## src/inc/snc_pkg.sv

```systemverilog
package snc_pkg;
  localparam int NUM_LINKS = 8;
  localparam int IDX_W = 8;
  localparam logic [7:0] IDX_CLKGEN = 8'h06;
  localparam logic [7:0] IDX_SWDIV = 8'h07;
  localparam logic [7:0] IDX_REFDIV = 8'h08;
  localparam logic [7:0] IDX_DIRUP = 8'h0D;
  localparam logic [7:0] IDX_SPARE_A = 8'h10;
  localparam logic [7:0] IDX_SPARE_B = 8'h11;
  localparam logic [7:0] IDX_DBG = 8'h1F;
  localparam logic [7:0] IDX_LINK0 = 8'h20;
  localparam logic [7:0] IDX_IRQ_STAT = 8'h30;
  localparam logic [7:0] IDX_IRQ_MASK = 8'h31;
  localparam logic [7:0] IDX_NONE = 8'hFF;
  localparam int CG_N_LSB = 0;
  localparam int CG_N_W = 7;
  localparam int CG_M_LSB = 8;
  localparam int CG_M_W = 13;
  localparam int CG_P_LSB = 23;
  localparam int CG_P_W = 3;
  localparam logic [6:0] CG_N_RST = 7'h00;
  localparam logic [12:0] CG_M_RST = 13'h0000;
  localparam logic [2:0] CG_P_RST = 3'h0;
  localparam logic [15:0] SWDIV_RST = 16'h0000;
  localparam logic [15:0] REFDIV_RST = 16'h0003;
  localparam logic [31:0] DIRUP_RST = 32'h0000_0000;
  localparam logic [1:0] SPARE_RST = 2'h0;
  localparam logic [1:0] DBG_RST = 2'h0;
  localparam int DBG_RSV_BIT = 4;
  localparam logic [3:0] LK_DIR_RST = 4'h0;
  localparam logic [1:0] LK_NET_RST = 2'h0;
  localparam int IRQ_DBG = 0;
  localparam int IRQ_JUNK = 1;
  localparam int IRQ_W = 2;
  localparam logic [IRQ_W-1:0] IRQ_RST = 2'h0;

  typedef enum logic [1:0] {
    serial_channel_kind,
    processor_channel_kind,
    switch_control_target,
    kind_undefined
  } snc_src_kind_t;

  typedef struct packed {
    logic wr;
    logic [7:0] idx;
    logic [31:0] wdata;
  } snc_bus_req_t;

  typedef struct packed {
    snc_src_kind_t kind;
    logic [7:0] dst_link;
    logic junk;
    logic dst_busy;
    logic src_busy;
  } snc_link_stat_t;

  typedef struct packed {
    logic [2:0] out_div;
    logic [12:0] fb_mult;
    logic [6:0] in_div;
  } snc_clkgen_t;
endpackage

```

## src/verilog/snc_tick_div.sv

```systemverilog
`timescale 1ns/1ps
module snc_tick_div #(
  parameter int W = 16
) (
  input wire logic hclk,
  input wire logic hresetn,
  input wire logic [W-1:0] ratio,
  output logic tick
);
  logic [W-1:0] cnt_ff;
  logic tick_ff;
  wire wrap = (cnt_ff >= ratio);
  wire [W-1:0] nxt_cnt = wrap ? '0 : W'(cnt_ff + 1'b1);

  // One pulse every ratio+1 cycles; a ratio cut below the count wraps at once
  always_ff @(posedge hclk or negedge hresetn) begin
    if (!hresetn) begin
      cnt_ff <= '0;
      tick_ff <= 1'b0;
    end else begin
      cnt_ff <= nxt_cnt;
      tick_ff <= wrap;
    end
  end

  assign tick = tick_ff;
endmodule

```

## src/verilog/snc_ahb_slv.sv

```systemverilog
`timescale 1ns/1ps
module snc_ahb_slv
  import snc_pkg::*;
(
  input wire logic hclk,
  input wire logic hresetn,
  input wire logic hsel,
  input wire logic [31:0] haddr,
  input wire logic [1:0] htrans,
  input wire logic hwrite,
  input wire logic hready,
  input wire logic [31:0] hwdata,
  input wire logic [31:0] rdata,
  output logic [31:0] hrdata,
  output logic hreadyout,
  output logic hresp,
  output snc_pkg::snc_bus_req_t req
);
  import snc_pkg::*;
  logic ph_ff;
  logic wait_ff;
  logic wr_ff;
  logic [7:0] idx_ff;
  logic [31:0] hrdata_ff;

  wire accept = hsel & htrans[1] & hready;
  // Addresses above the map land on an empty index and read zero
  wire [7:0] nxt_idx = (haddr[31:10] != 22'h0) ? IDX_NONE : haddr[9:2];

  // One wait state lets read data leave a flip-flop
  always_ff @(posedge hclk or negedge hresetn) begin
    if (!hresetn) begin
      ph_ff <= 1'b0;
      wait_ff <= 1'b0;
      wr_ff <= 1'b0;
      idx_ff <= IDX_NONE;
      hrdata_ff <= 32'h0000_0000;
    end else begin
      if (accept) begin
        ph_ff <= 1'b1;
        wait_ff <= 1'b1;
        wr_ff <= hwrite;
        idx_ff <= nxt_idx;
      end else if (ph_ff && !wait_ff) begin
        ph_ff <= 1'b0;
      end
      if (ph_ff && wait_ff) begin
        wait_ff <= 1'b0;
        hrdata_ff <= wr_ff ? 32'h0000_0000 : rdata;
      end
    end
  end

  assign hreadyout = ~(ph_ff & wait_ff);
  assign hresp = 1'b0;
  assign hrdata = hrdata_ff;
  assign req.wr = ph_ff & ~wait_ff & wr_ff;
  assign req.idx = idx_ff;
  assign req.wdata = hwdata;
endmodule

```

## src/verilog/snc_node_regs.sv

```systemverilog
// Summary of operation
// - Input divider field, bits 6:0; bit 7 reads zero
// - Feedback multiplier 20:8, output divider 25:23
// - Switch divider 15:0, resets 0, upper zero
// - Reference divider 15:0, resets to 3
// - Eight direction nibbles, dimensions 8 to F
// - Debug origin: bit0 core 0, bit1 core 1
// - Link bits 25:24 show source target kind
// - Link bits 23:16 show forwarding destination link
// - Per-link direction 11:8, network 5:4, RW
// - Link bit 2 flags junk packet discard
// - Bit1 destination busy, bit0 source busy
//
// The implementer's own choice: the AHB-Lite interface to the registers.
`timescale 1ns/1ps
module snc_node_regs
  import snc_pkg::*;
#(
  parameter int LINKS = NUM_LINKS,
  parameter int DIV_W = 16
) (
  input wire logic hclk,
  input wire logic hresetn,
  input wire logic hsel,
  input wire logic [31:0] haddr,
  input wire logic [1:0] htrans,
  input wire logic hwrite,
  input wire logic [2:0] hsize,
  input wire logic hready,
  input wire logic [31:0] hwdata,
  output logic [31:0] hrdata,
  output logic hreadyout,
  output logic hresp,
  input wire logic global_debug_event,
  input wire logic [1:0] debug_core_origin,
  input wire snc_pkg::snc_link_stat_t link_stat [LINKS],
  output snc_pkg::snc_clkgen_t clkgen_cfg,
  output logic switch_tick,
  output logic ref_tick,
  output logic [31:0] dir_table_upper,
  output logic [3:0] link_dir [LINKS],
  output logic [1:0] link_net [LINKS],
  output logic [1:0] spare_a_bits,
  output logic [1:0] spare_b_bits,
  output logic irq
);
  import snc_pkg::*;

  function automatic logic wr_hit(input snc_bus_req_t r, input logic [7:0] i);
    return r.wr && (r.idx == i);
  endfunction

  function automatic logic rd_hit(input logic [7:0] a, input logic [7:0] i);
    return a == i;
  endfunction

  snc_bus_req_t req;
  logic [31:0] rdata;

  snc_ahb_slv u_slv (
    .hclk(hclk),
    .hresetn(hresetn),
    .hsel(hsel),
    .haddr(haddr),
    .htrans(htrans),
    .hwrite(hwrite),
    .hready(hready),
    .hwdata(hwdata),
    .rdata(rdata),
    .hrdata(hrdata),
    .hreadyout(hreadyout),
    .hresp(hresp),
    .req(req)
  );

  // Clock generator settings
  logic [6:0] cg_n_ff;
  logic [12:0] cg_m_ff;
  logic [2:0] cg_p_ff;
  wire cg_wr = wr_hit(req, IDX_CLKGEN);

  always_ff @(posedge hclk or negedge hresetn) begin
    if (!hresetn) begin
      cg_n_ff <= CG_N_RST;
      cg_m_ff <= CG_M_RST;
      cg_p_ff <= CG_P_RST;
    end else if (cg_wr) begin
      cg_n_ff <= req.wdata[CG_N_LSB +: CG_N_W];
      cg_m_ff <= req.wdata[CG_M_LSB +: CG_M_W];
      cg_p_ff <= req.wdata[CG_P_LSB +: CG_P_W];
    end
  end

  assign clkgen_cfg.in_div = cg_n_ff;
  assign clkgen_cfg.fb_mult = cg_m_ff;
  assign clkgen_cfg.out_div = cg_p_ff;

  // Bit 7 and bits 22:21, 31:26 stay zero on read
  wire [31:0] cg_word = {6'h00, cg_p_ff, 2'h0, cg_m_ff, 1'b0, cg_n_ff};

  // Switch and reference clock dividers
  logic [DIV_W-1:0] swdiv_ff;
  logic [DIV_W-1:0] refdiv_ff;

  always_ff @(posedge hclk or negedge hresetn) begin
    if (!hresetn) begin
      swdiv_ff <= DIV_W'(SWDIV_RST);
      refdiv_ff <= DIV_W'(REFDIV_RST);
    end else begin
      if (wr_hit(req, IDX_SWDIV)) begin
        swdiv_ff <= req.wdata[DIV_W-1:0];
      end
      if (wr_hit(req, IDX_REFDIV)) begin
        refdiv_ff <= req.wdata[DIV_W-1:0];
      end
    end
  end

  // The ratio steers a live enable, so a new value takes effect within one period
  snc_tick_div #(.W(DIV_W)) u_swdiv (
    .hclk(hclk),
    .hresetn(hresetn),
    .ratio(swdiv_ff),
    .tick(switch_tick)
  );

  snc_tick_div #(.W(DIV_W)) u_refdiv (
    .hclk(hclk),
    .hresetn(hresetn),
    .ratio(refdiv_ff),
    .tick(ref_tick)
  );

  wire [31:0] swdiv_word = 32'(swdiv_ff);
  wire [31:0] refdiv_word = 32'(refdiv_ff);

  // Direction table for dimensions 8 to F, one nibble each
  logic [31:0] dirup_ff;

  always_ff @(posedge hclk or negedge hresetn) begin
    if (!hresetn) begin
      dirup_ff <= DIRUP_RST;
    end else if (wr_hit(req, IDX_DIRUP)) begin
      dirup_ff <= req.wdata;
    end
  end

  assign dir_table_upper = dirup_ff;

  // Spare registers with no function
  logic [1:0] spare_a_ff;
  logic [1:0] spare_b_ff;

  always_ff @(posedge hclk or negedge hresetn) begin
    if (!hresetn) begin
      spare_a_ff <= SPARE_RST;
      spare_b_ff <= SPARE_RST;
    end else begin
      if (wr_hit(req, IDX_SPARE_A)) begin
        spare_a_ff <= req.wdata[1:0];
      end
      if (wr_hit(req, IDX_SPARE_B)) begin
        spare_b_ff <= req.wdata[1:0];
      end
    end
  end

  assign spare_a_bits = spare_a_ff;
  assign spare_b_bits = spare_b_ff;

  // Debug origin: a fresh event overrides a software write in the same cycle
  logic [1:0] dbg_ff;
  logic dbg_rsv_ff;
  wire dbg_wr = wr_hit(req, IDX_DBG);

  always_ff @(posedge hclk or negedge hresetn) begin
    if (!hresetn) begin
      dbg_ff <= DBG_RST;
      dbg_rsv_ff <= 1'b0;
    end else begin
      if (global_debug_event) begin
        dbg_ff <= debug_core_origin;
      end else if (dbg_wr) begin
        dbg_ff <= req.wdata[1:0];
      end
      if (dbg_wr) begin
        dbg_rsv_ff <= req.wdata[DBG_RSV_BIT];
      end
    end
  end

  wire [31:0] dbg_word = {27'h0, dbg_rsv_ff, 2'h0, dbg_ff};

  // Per-link registers
  logic [31:0] link_word [LINKS];
  logic [LINKS-1:0] junk_rise;

  for (genvar g = 0; g < LINKS; g++) begin : g_link
    logic [3:0] dir_ff;
    logic [1:0] net_ff;
    logic junk_d_ff;
    snc_link_stat_t st;
    assign st = link_stat[g];
    wire lk_wr = wr_hit(req, 8'(IDX_LINK0 + g));

    always_ff @(posedge hclk or negedge hresetn) begin
      if (!hresetn) begin
        dir_ff <= LK_DIR_RST;
        net_ff <= LK_NET_RST;
        junk_d_ff <= 1'b0;
      end else begin
        junk_d_ff <= st.junk;
        if (lk_wr) begin
          dir_ff <= req.wdata[11:8];
          net_ff <= req.wdata[5:4];
        end
      end
    end

    assign link_dir[g] = dir_ff;
    assign link_net[g] = net_ff;
    assign junk_rise[g] = st.junk & ~junk_d_ff;
    // Status fields are read live from the switch, writes to them are dropped
    assign link_word[g] = {6'h00,
                           st.kind,
                           st.dst_link,
                           4'h0, dir_ff, 2'h0, net_ff, 1'b0,
                           st.junk,
                           st.dst_busy,
                           st.src_busy};
  end

  // Interrupts: sticky status, write one to clear, set beats clear
  logic [IRQ_W-1:0] irq_stat_ff;
  logic [IRQ_W-1:0] irq_mask_ff;
  wire [IRQ_W-1:0] irq_evt = {|junk_rise, global_debug_event};
  wire [IRQ_W-1:0] irq_clr = wr_hit(req, IDX_IRQ_STAT) ? req.wdata[IRQ_W-1:0] : '0;
  wire [IRQ_W-1:0] nxt_irq_stat = (irq_stat_ff & ~irq_clr) | irq_evt;

  always_ff @(posedge hclk or negedge hresetn) begin
    if (!hresetn) begin
      irq_stat_ff <= IRQ_RST;
      irq_mask_ff <= IRQ_RST;
    end else begin
      irq_stat_ff <= nxt_irq_stat;
      if (wr_hit(req, IDX_IRQ_MASK)) begin
        irq_mask_ff <= req.wdata[IRQ_W-1:0];
      end
    end
  end

  assign irq = |(irq_stat_ff & irq_mask_ff);

  // Read selection; anything unmapped reads zero
  wire [7:0] ra = req.idx;
  wire link_sel = (ra >= IDX_LINK0) && (ra < 8'(IDX_LINK0 + LINKS));
  wire [7:0] link_off = 8'(ra - IDX_LINK0);
  wire [31:0] link_rd = link_sel ? link_word[link_off[2:0]] : 32'h0000_0000;

  assign rdata = ({32{rd_hit(ra, IDX_CLKGEN)}} & cg_word)
               | ({32{rd_hit(ra, IDX_SWDIV)}} & swdiv_word)
               | ({32{rd_hit(ra, IDX_REFDIV)}} & refdiv_word)
               | ({32{rd_hit(ra, IDX_DIRUP)}} & dirup_ff)
               | ({32{rd_hit(ra, IDX_SPARE_A)}} & {30'h0, spare_a_ff})
               | ({32{rd_hit(ra, IDX_SPARE_B)}} & {30'h0, spare_b_ff})
               | ({32{rd_hit(ra, IDX_DBG)}} & dbg_word)
               | ({32{rd_hit(ra, IDX_IRQ_STAT)}} & 32'(irq_stat_ff))
               | ({32{rd_hit(ra, IDX_IRQ_MASK)}} & 32'(irq_mask_ff))
               | link_rd;
endmodule

```

## config.mk

```make
export PLATFORM = sky130hd
export DESIGN_NAME = snc_node_regs
export DESIGN_NICKNAME = d
export VERILOG_FILES = /design/src/inc/snc_pkg.sv /design/src/verilog/snc_tick_div.sv /design/src/verilog/snc_ahb_slv.sv /design/src/verilog/snc_node_regs.sv
export SDC_FILE = /design/constraint.sdc
export NUM_CORES = 1
export LEC_CHECK = 0
export ABC_CLOCK_PERIOD_IN_PS = 4000
export BUFFER_PORTS_ARGS = -buffer_cell sky130_fd_sc_hd__buf_2
export CORE_ASPECT_RATIO = 0.5
export CORE_MARGIN = 4
export CORE_UTILIZATION = 57
export DETAILED_ROUTE_END_ITERATION = 8
export PLACE_DENSITY = 0.86
export SLEW_MARGIN = 0
export SYNTH_ARGS = -nofsm -noshare
export SYNTH_HDL_FRONTEND = slang
export SYNTH_SLANG_ARGS = --single-unit
```

## constraint.sdc

```tcl
create_clock -name hclk -period 4 [get_ports hclk]
set_input_delay 0.4 -clock hclk [delete_from_list [all_inputs] [get_ports hclk]]
set_output_delay 0.4 -clock hclk [all_outputs]
set_load 0.05 [all_outputs]
```

# Yosys cells after proc, flatten, opt, wreduce, memory -nomap -nowiden
# Cells that the tools add are included.
[word_totals]
regBits = 231
input_bits = 181
output_inout_bits = 144
word_cells = 158
[op_classes]
addsub = 3
order_cmp = 5
n_eq_ne = 17
n_mux = 15
bitwise = 46
reduce_logical = 27
[op_table]
columns = ["operator", "count"]
rows = [
  ["$or A32 B32 Y32", 9],
  ["$and A32 B2 Y32", 4],
  ["$mux W32", 4],
  ["$bmux W32 S3", 1],
  ["$eq A8 B6 Y1 const B", 10],
  ["$and A32 B16 Y32", 2],
  ["$add A16 B1 Y16 const B", 2],
  ["$and A32 B26 Y32", 1],
  ["$and A32 B32 Y32", 1],
  ["$and A32 B5 Y32", 1],
  ["$ge A16 B16 Y1", 2],
  ["$mux W16", 2],
  ["$eq A8 B5 Y1 const B", 3],
  ["$reduce_bool A22 Y1", 1],
  ["$logic_and A1 B1 Y1", 20],
  ["$eq A8 B3 Y1 const B", 2],
  ["$eq A8 B4 Y1 const B", 2],
  ["$and A1 B1 Y1", 13],
  ["$not A1 Y1", 10],
  ["$ge A8 B6 Y1 const B", 1],
  ["$lt A8 B6 Y1 const B", 1],
  ["$mux W8", 1],
  ["$reduce_or A8 Y1", 1],
  ["$mux W2", 3],
  ["other kinds (10)", 16],
]

# Logic depth before layout (Yosys ltp)
[logic_depth]
word_depth = 12
depth_mapped = 9

# Cells and area by module
# Synthesis repeated with hierarchy kept, for this count alone.
[unflattened]
hier_cells = 1045
hier_area_um2 = 12195.4
[by_module_without_submodules]
columns = ["module", "instances", "cells_per_inst", "area_per_inst_um2", "seq_area_each_um2"]
rows = [
  ["snc_node_regs", 1, 567, 7832.5, 3856.2],
  ["snc_tick_div", 2, 126, 1132.3, 425.4],
  ["snc_ahb_slv", 1, 226, 2098.3, 1086.0],
]

# Least setup slack after synthesis
# No wires, ideal clock.
[synth_path]
kind = "flip-flop to flip-flop"
start = "register refdiv_ff[0]"
end = "register u_refdiv.cnt_ff[10]"
setup_ns = 0.094
arrival_time_ns = 1.978
t_required_ns = 3.906
slack_ns = 1.928
stages_incl_launch_ff = 9
synth_period_minus_slack_ns = 2.072
path_cell_list = "dfstp_2 -> ha_1 -> nand2b_1 -> a211oi_1 -> o21ai_0 -> a41o_1 -> clkbuf_1 -> clkbuf_1 -> a211oi_1"
[synth_via]
elab_chain_cells = 2
[synth_lines]
columns = ["element", "line", "source"]
rows = [
  ["start: declaration", "snc_node_regs.sv:103", "logic [DIV_W-1:0] refdiv_ff;"],
  ["start signal: assignment", "snc_node_regs.sv:108", "refdiv_ff <= DIV_W'(REFDIV_RST);"],
  ["start signal: assignment", "snc_node_regs.sv:114", "refdiv_ff <= req.wdata[DIV_W-1:0];"],
  ["$ge A16 B16 Y1", "snc_tick_div.sv:12", "wire wrap = (cnt_ff >= ratio);"],
  ["$mux W16", "snc_tick_div.sv:13", "wire [W-1:0] nxt_cnt = wrap ? '0 : W'(cnt_ff + 1'b1);"],
  ["via u_refdiv.nxt_cnt[10]", "snc_tick_div.sv:13", ""],
  ["end signal: assignment", "snc_tick_div.sv:21", "cnt_ff <= nxt_cnt;"],
  ["end: declaration", "snc_tick_div.sv:10", "logic [W-1:0] cnt_ff;"],
]
# The timed path passes the listed nets, and every way through them passes these cells.
# A chain may end at the register's enable or synchronous reset.

# Worst setup path in the final report
[layout_path]
start = "register u_slv.idx_ff[4]"
end = "register cg_m_ff[11]"
[layout_via]
elab_chain_cells = 2
[layout_lines]
columns = ["element", "line", "source"]
rows = [
  ["start: declaration", "snc_ahb_slv.sv:23", "logic [7:0] idx_ff;"],
  ["start signal: assignment", "snc_ahb_slv.sv:43", "idx_ff <= nxt_idx;"],
  ["$eq A8 B3 Y1", "snc_node_regs.sv:50", "return r.wr && (r.idx == i);"],
  ["$logic_and A1 B1 Y1", "snc_node_regs.sv:50", ""],
  ["end signal: assignment", "snc_node_regs.sv:89", "cg_m_ff <= req.wdata[CG_M_LSB +: CG_M_W];"],
  ["end: declaration", "snc_node_regs.sv:78", "logic [12:0] cg_m_ff;"],
]
# No other way between the ends.

==> impl_metrics.ini <==
[status]
status = complete, but fails checks
violations = hold timing

[floorplan]
die_area_um2 = 23000
core_area_um2 = 19800
die_x_um = 211
floorplan.initialDensity = 0.590
rows = 36
die_y_um = 109
num_io_pins = 325

[global_route]
grt_overflow = 0
grt_max_degree = 123
grt_pass1_vias = 10000
grt_pass1_wl_mm = 57.0
grt_use_total = 0.319
antenna_found_initial = 9

[synth]
synth_edf_count = 0
yosysSeqAreaShare = 0.495
syn_area_per_cell_um2 = 12.2
syn-num-nets = 1173
synthDistinctLibCells = 61
synthCells = 958
yosysWarningCount = 0
synth_area_um2 = 11700
synth_ff_type = dfrtp_1
synth.ff_latch_count = 231
synthArstFlopShare = 1.00

[clocking]
cts_max_path_buffers = 3
hold_buffers = 0
clkTransAtPathRegs_ps = 70
ctsResizeCount = 0
worstSkewPairLatency_ps = 510
cts_buffers = 22
h-tree-depth = 1
cts_setup_buffers = 0
cts.sinks = 231
cts.root.buffer_cell = clkbuf_16
cts_tree = done

[layout]
drive_gt1_frac = 0.433
num-nets-final = 1469
multiInputGateArea_um2 = 5490
final_util = 0.717
syn2layout_area_growth_pct = 21.5
final_common_cell = buf_2
layout_common_cells = 316 x buf_2, 221 x dfrtp_1, 126 x mux2_2
num-fill-cells = 1345
regArea_um2 = 5800

[power_and_ir_drop]
p_sw_frac = 0.294
p_int_uw = 3990
comb_power_share = 0.165
power_density_nw_per_um2 = 397
clkPwrFrac = 0.379
switchingPower_uw = 1660
irDropWorstVdd_mv = 0.263
leakage_uw = 0.00722
seq_power_share = 0.456

[sta]
hold_ws_ps = -52.7
tightest_slew_ps = 1330
finalSetupViolCount = 0
hold_viol = 23
period_minus_slack_ps = 3000
max_slew_margin = 0.112
fin_skew_ps = 9.12
fin_crit_sh = 0.749
rsz0062_at_grt = no
setup_tns_ps = 0
slew_viol_final = 0
fmax_mhz = 334
timing.final.ws_setup_ps = 1000

[critical_path]
crit_required_ps = 4390
end_kind = register
timing.rr.end = cg_m_ff[11]
crit_path_start = u_slv.idx_ff[4]
worst-path-stages = 4
arrival_ps = 3380
crit_path_max_fanout = 23
critPathKind = register to register
critPathBufInv = 0
crit_path_end = cg_m_ff[11]
start_kind = register
slowest_stage = and3_1
crit_family = simple AND/OR/NAND/NOR gates
cp_cell_sequence = nor4_2 -> and3_1 -> nand2_2 -> mux2_2
rr_worst_depth = 4
r2r_setup_slack_ps = 1000
crit_path_max_incr_delay_ps = 700
worstReg2RegStart = u_slv.idx_ff[4]

[detailed_routing]
drt_wl_total_mm = 37.6
remaining_drc_errors = 0
dr.pass1.iters = 8
detail_route.wl_per_cell_um = 24.4
vias_per_cell = 6.25
vias = 9631
ant_nets = 0
drt_iter0_markers = 991

[placement]
pre_cts_slack_ps = 1050
dp_hpwl_mm = 27.0
gp_congestion = 0.871
portBuffers = 317

[hold_path]
hold_path_class = primary input to asynchronous set/reset pin

[run]
cap_violations = 0
final cells by class:
| cell class | count | area share |
|---|---|---|
| Sequential cell | 231 | 0.408 |
| Clock inverter | 9 | 0.00722 |
| Clock buffer | 30 | 0.0437 |
| Antenna cell | 6 | 0.00106 |
| Tap cell | 266 | 0.0234 |
| Multi-Input combinational cell | 626 | 0.386 |
| Inverter | 44 | 0.0116 |
| Timing Repair Buffer | 329 | 0.120 |
layer usage:
metal  up-vias  GRT usage  share of wire
met5         -          0         0.0014
li1       4150          -              -
met1      4815      0.421           0.39
met3       115     0.0576          0.077
met2       545      0.533           0.49
met4         6      0.130          0.040
per-stage QoR:
step | std cells | power (µW) | hold slack (ps) | cell area, µm²
final | 1541 | 5640 | -52.7 | 14200
after global routing | 1541 | 5840 | 25.3 | 14200
after CTS | 1535 | 5650 | 18.8 | 14200
after detailed placement | 1496 | 3530 | 474 | 13500
after global placement | 1496 | 3480 | 463 | 13500
after floorplan | 958 | 3160 | 104 | 11700
worst min path at each step:
stage / slack [ps] / to / depth (start not counted) / startpoint
6_report: -50 / swdiv_ff[13] / 1 / hresetn
5_1_grt: 30 / g_link[6].junk_d_ff / 1 / link_stat[15]
4_1_cts: 20 / swdiv_ff[13] / 1 / hresetn
3_5_place_dp: 470 / u_slv.hrdata[19] / 2 / u_slv.hrdata[19]
3_3_place_gp: 460 / u_slv.hrdata[20] / 2 / u_slv.hrdata[20]
2_1_floorplan: 100 / cg_m_ff[0] / 0 / hresetn
sequential cells by signal (all words and copies together) (netlist names), 13 cells and up:
| register | flops |
|---|---|
| u_slv.hrdata | 32 |
| dir_table_upper | 32 |
| swdiv_ff | 16 |
| refdiv_ff | 16 |
| u_refdiv.cnt_ff | 16 |
| u_swdiv.cnt_ff | 16 |
| cg_m_ff | 13 |
| g_link.net_ff | 16 |
| g_link.dir_ff | 32 |
power groups by stage:
stage               clock network (µW)  registers (µW)  logic, µW
floorplan                            0            2820        340
global placement                     0            2600        882
detailed placement                   0            2610        913
CTS                               2150            2570        924
global route                      2260            2590        990
finish                            2140            2570        931
cell usage after synthesis, types with 20 or more instances:
cell / instances / area, µm²
a22oi_1: 24 / 180
mux2_2: 126 / 1420
inv_1: 43 / 161
nor3_1: 22 / 110
nand3_1: 22 / 110
nor2_1: 42 / 158
dfrtp_1: 221 / 5530
a21oi_1: 20 / 100
clkbuf_1: 35 / 131
ha_1: 34 / 425
mux2i_1: 35 / 350
nand2_1: 57 / 214
o21ai_0: 25 / 125
mux4_2: 38 / 856
cell families after synthesis:
kind of cell | count (synthesis) | share of synthesized area
compound gates | 158 | 0.0967
xor+xnor | 28 | 0.0210
fa+ha+maj | 34 | 0.0364
buf+inv | 101 | 0.0368
flops | 231 | 0.495
mux | 201 | 0.226
other cells | 1 | 0.000320
simple gates | 204 | 0.0877
No activity file was read; power rests on OpenSTA's default activity.
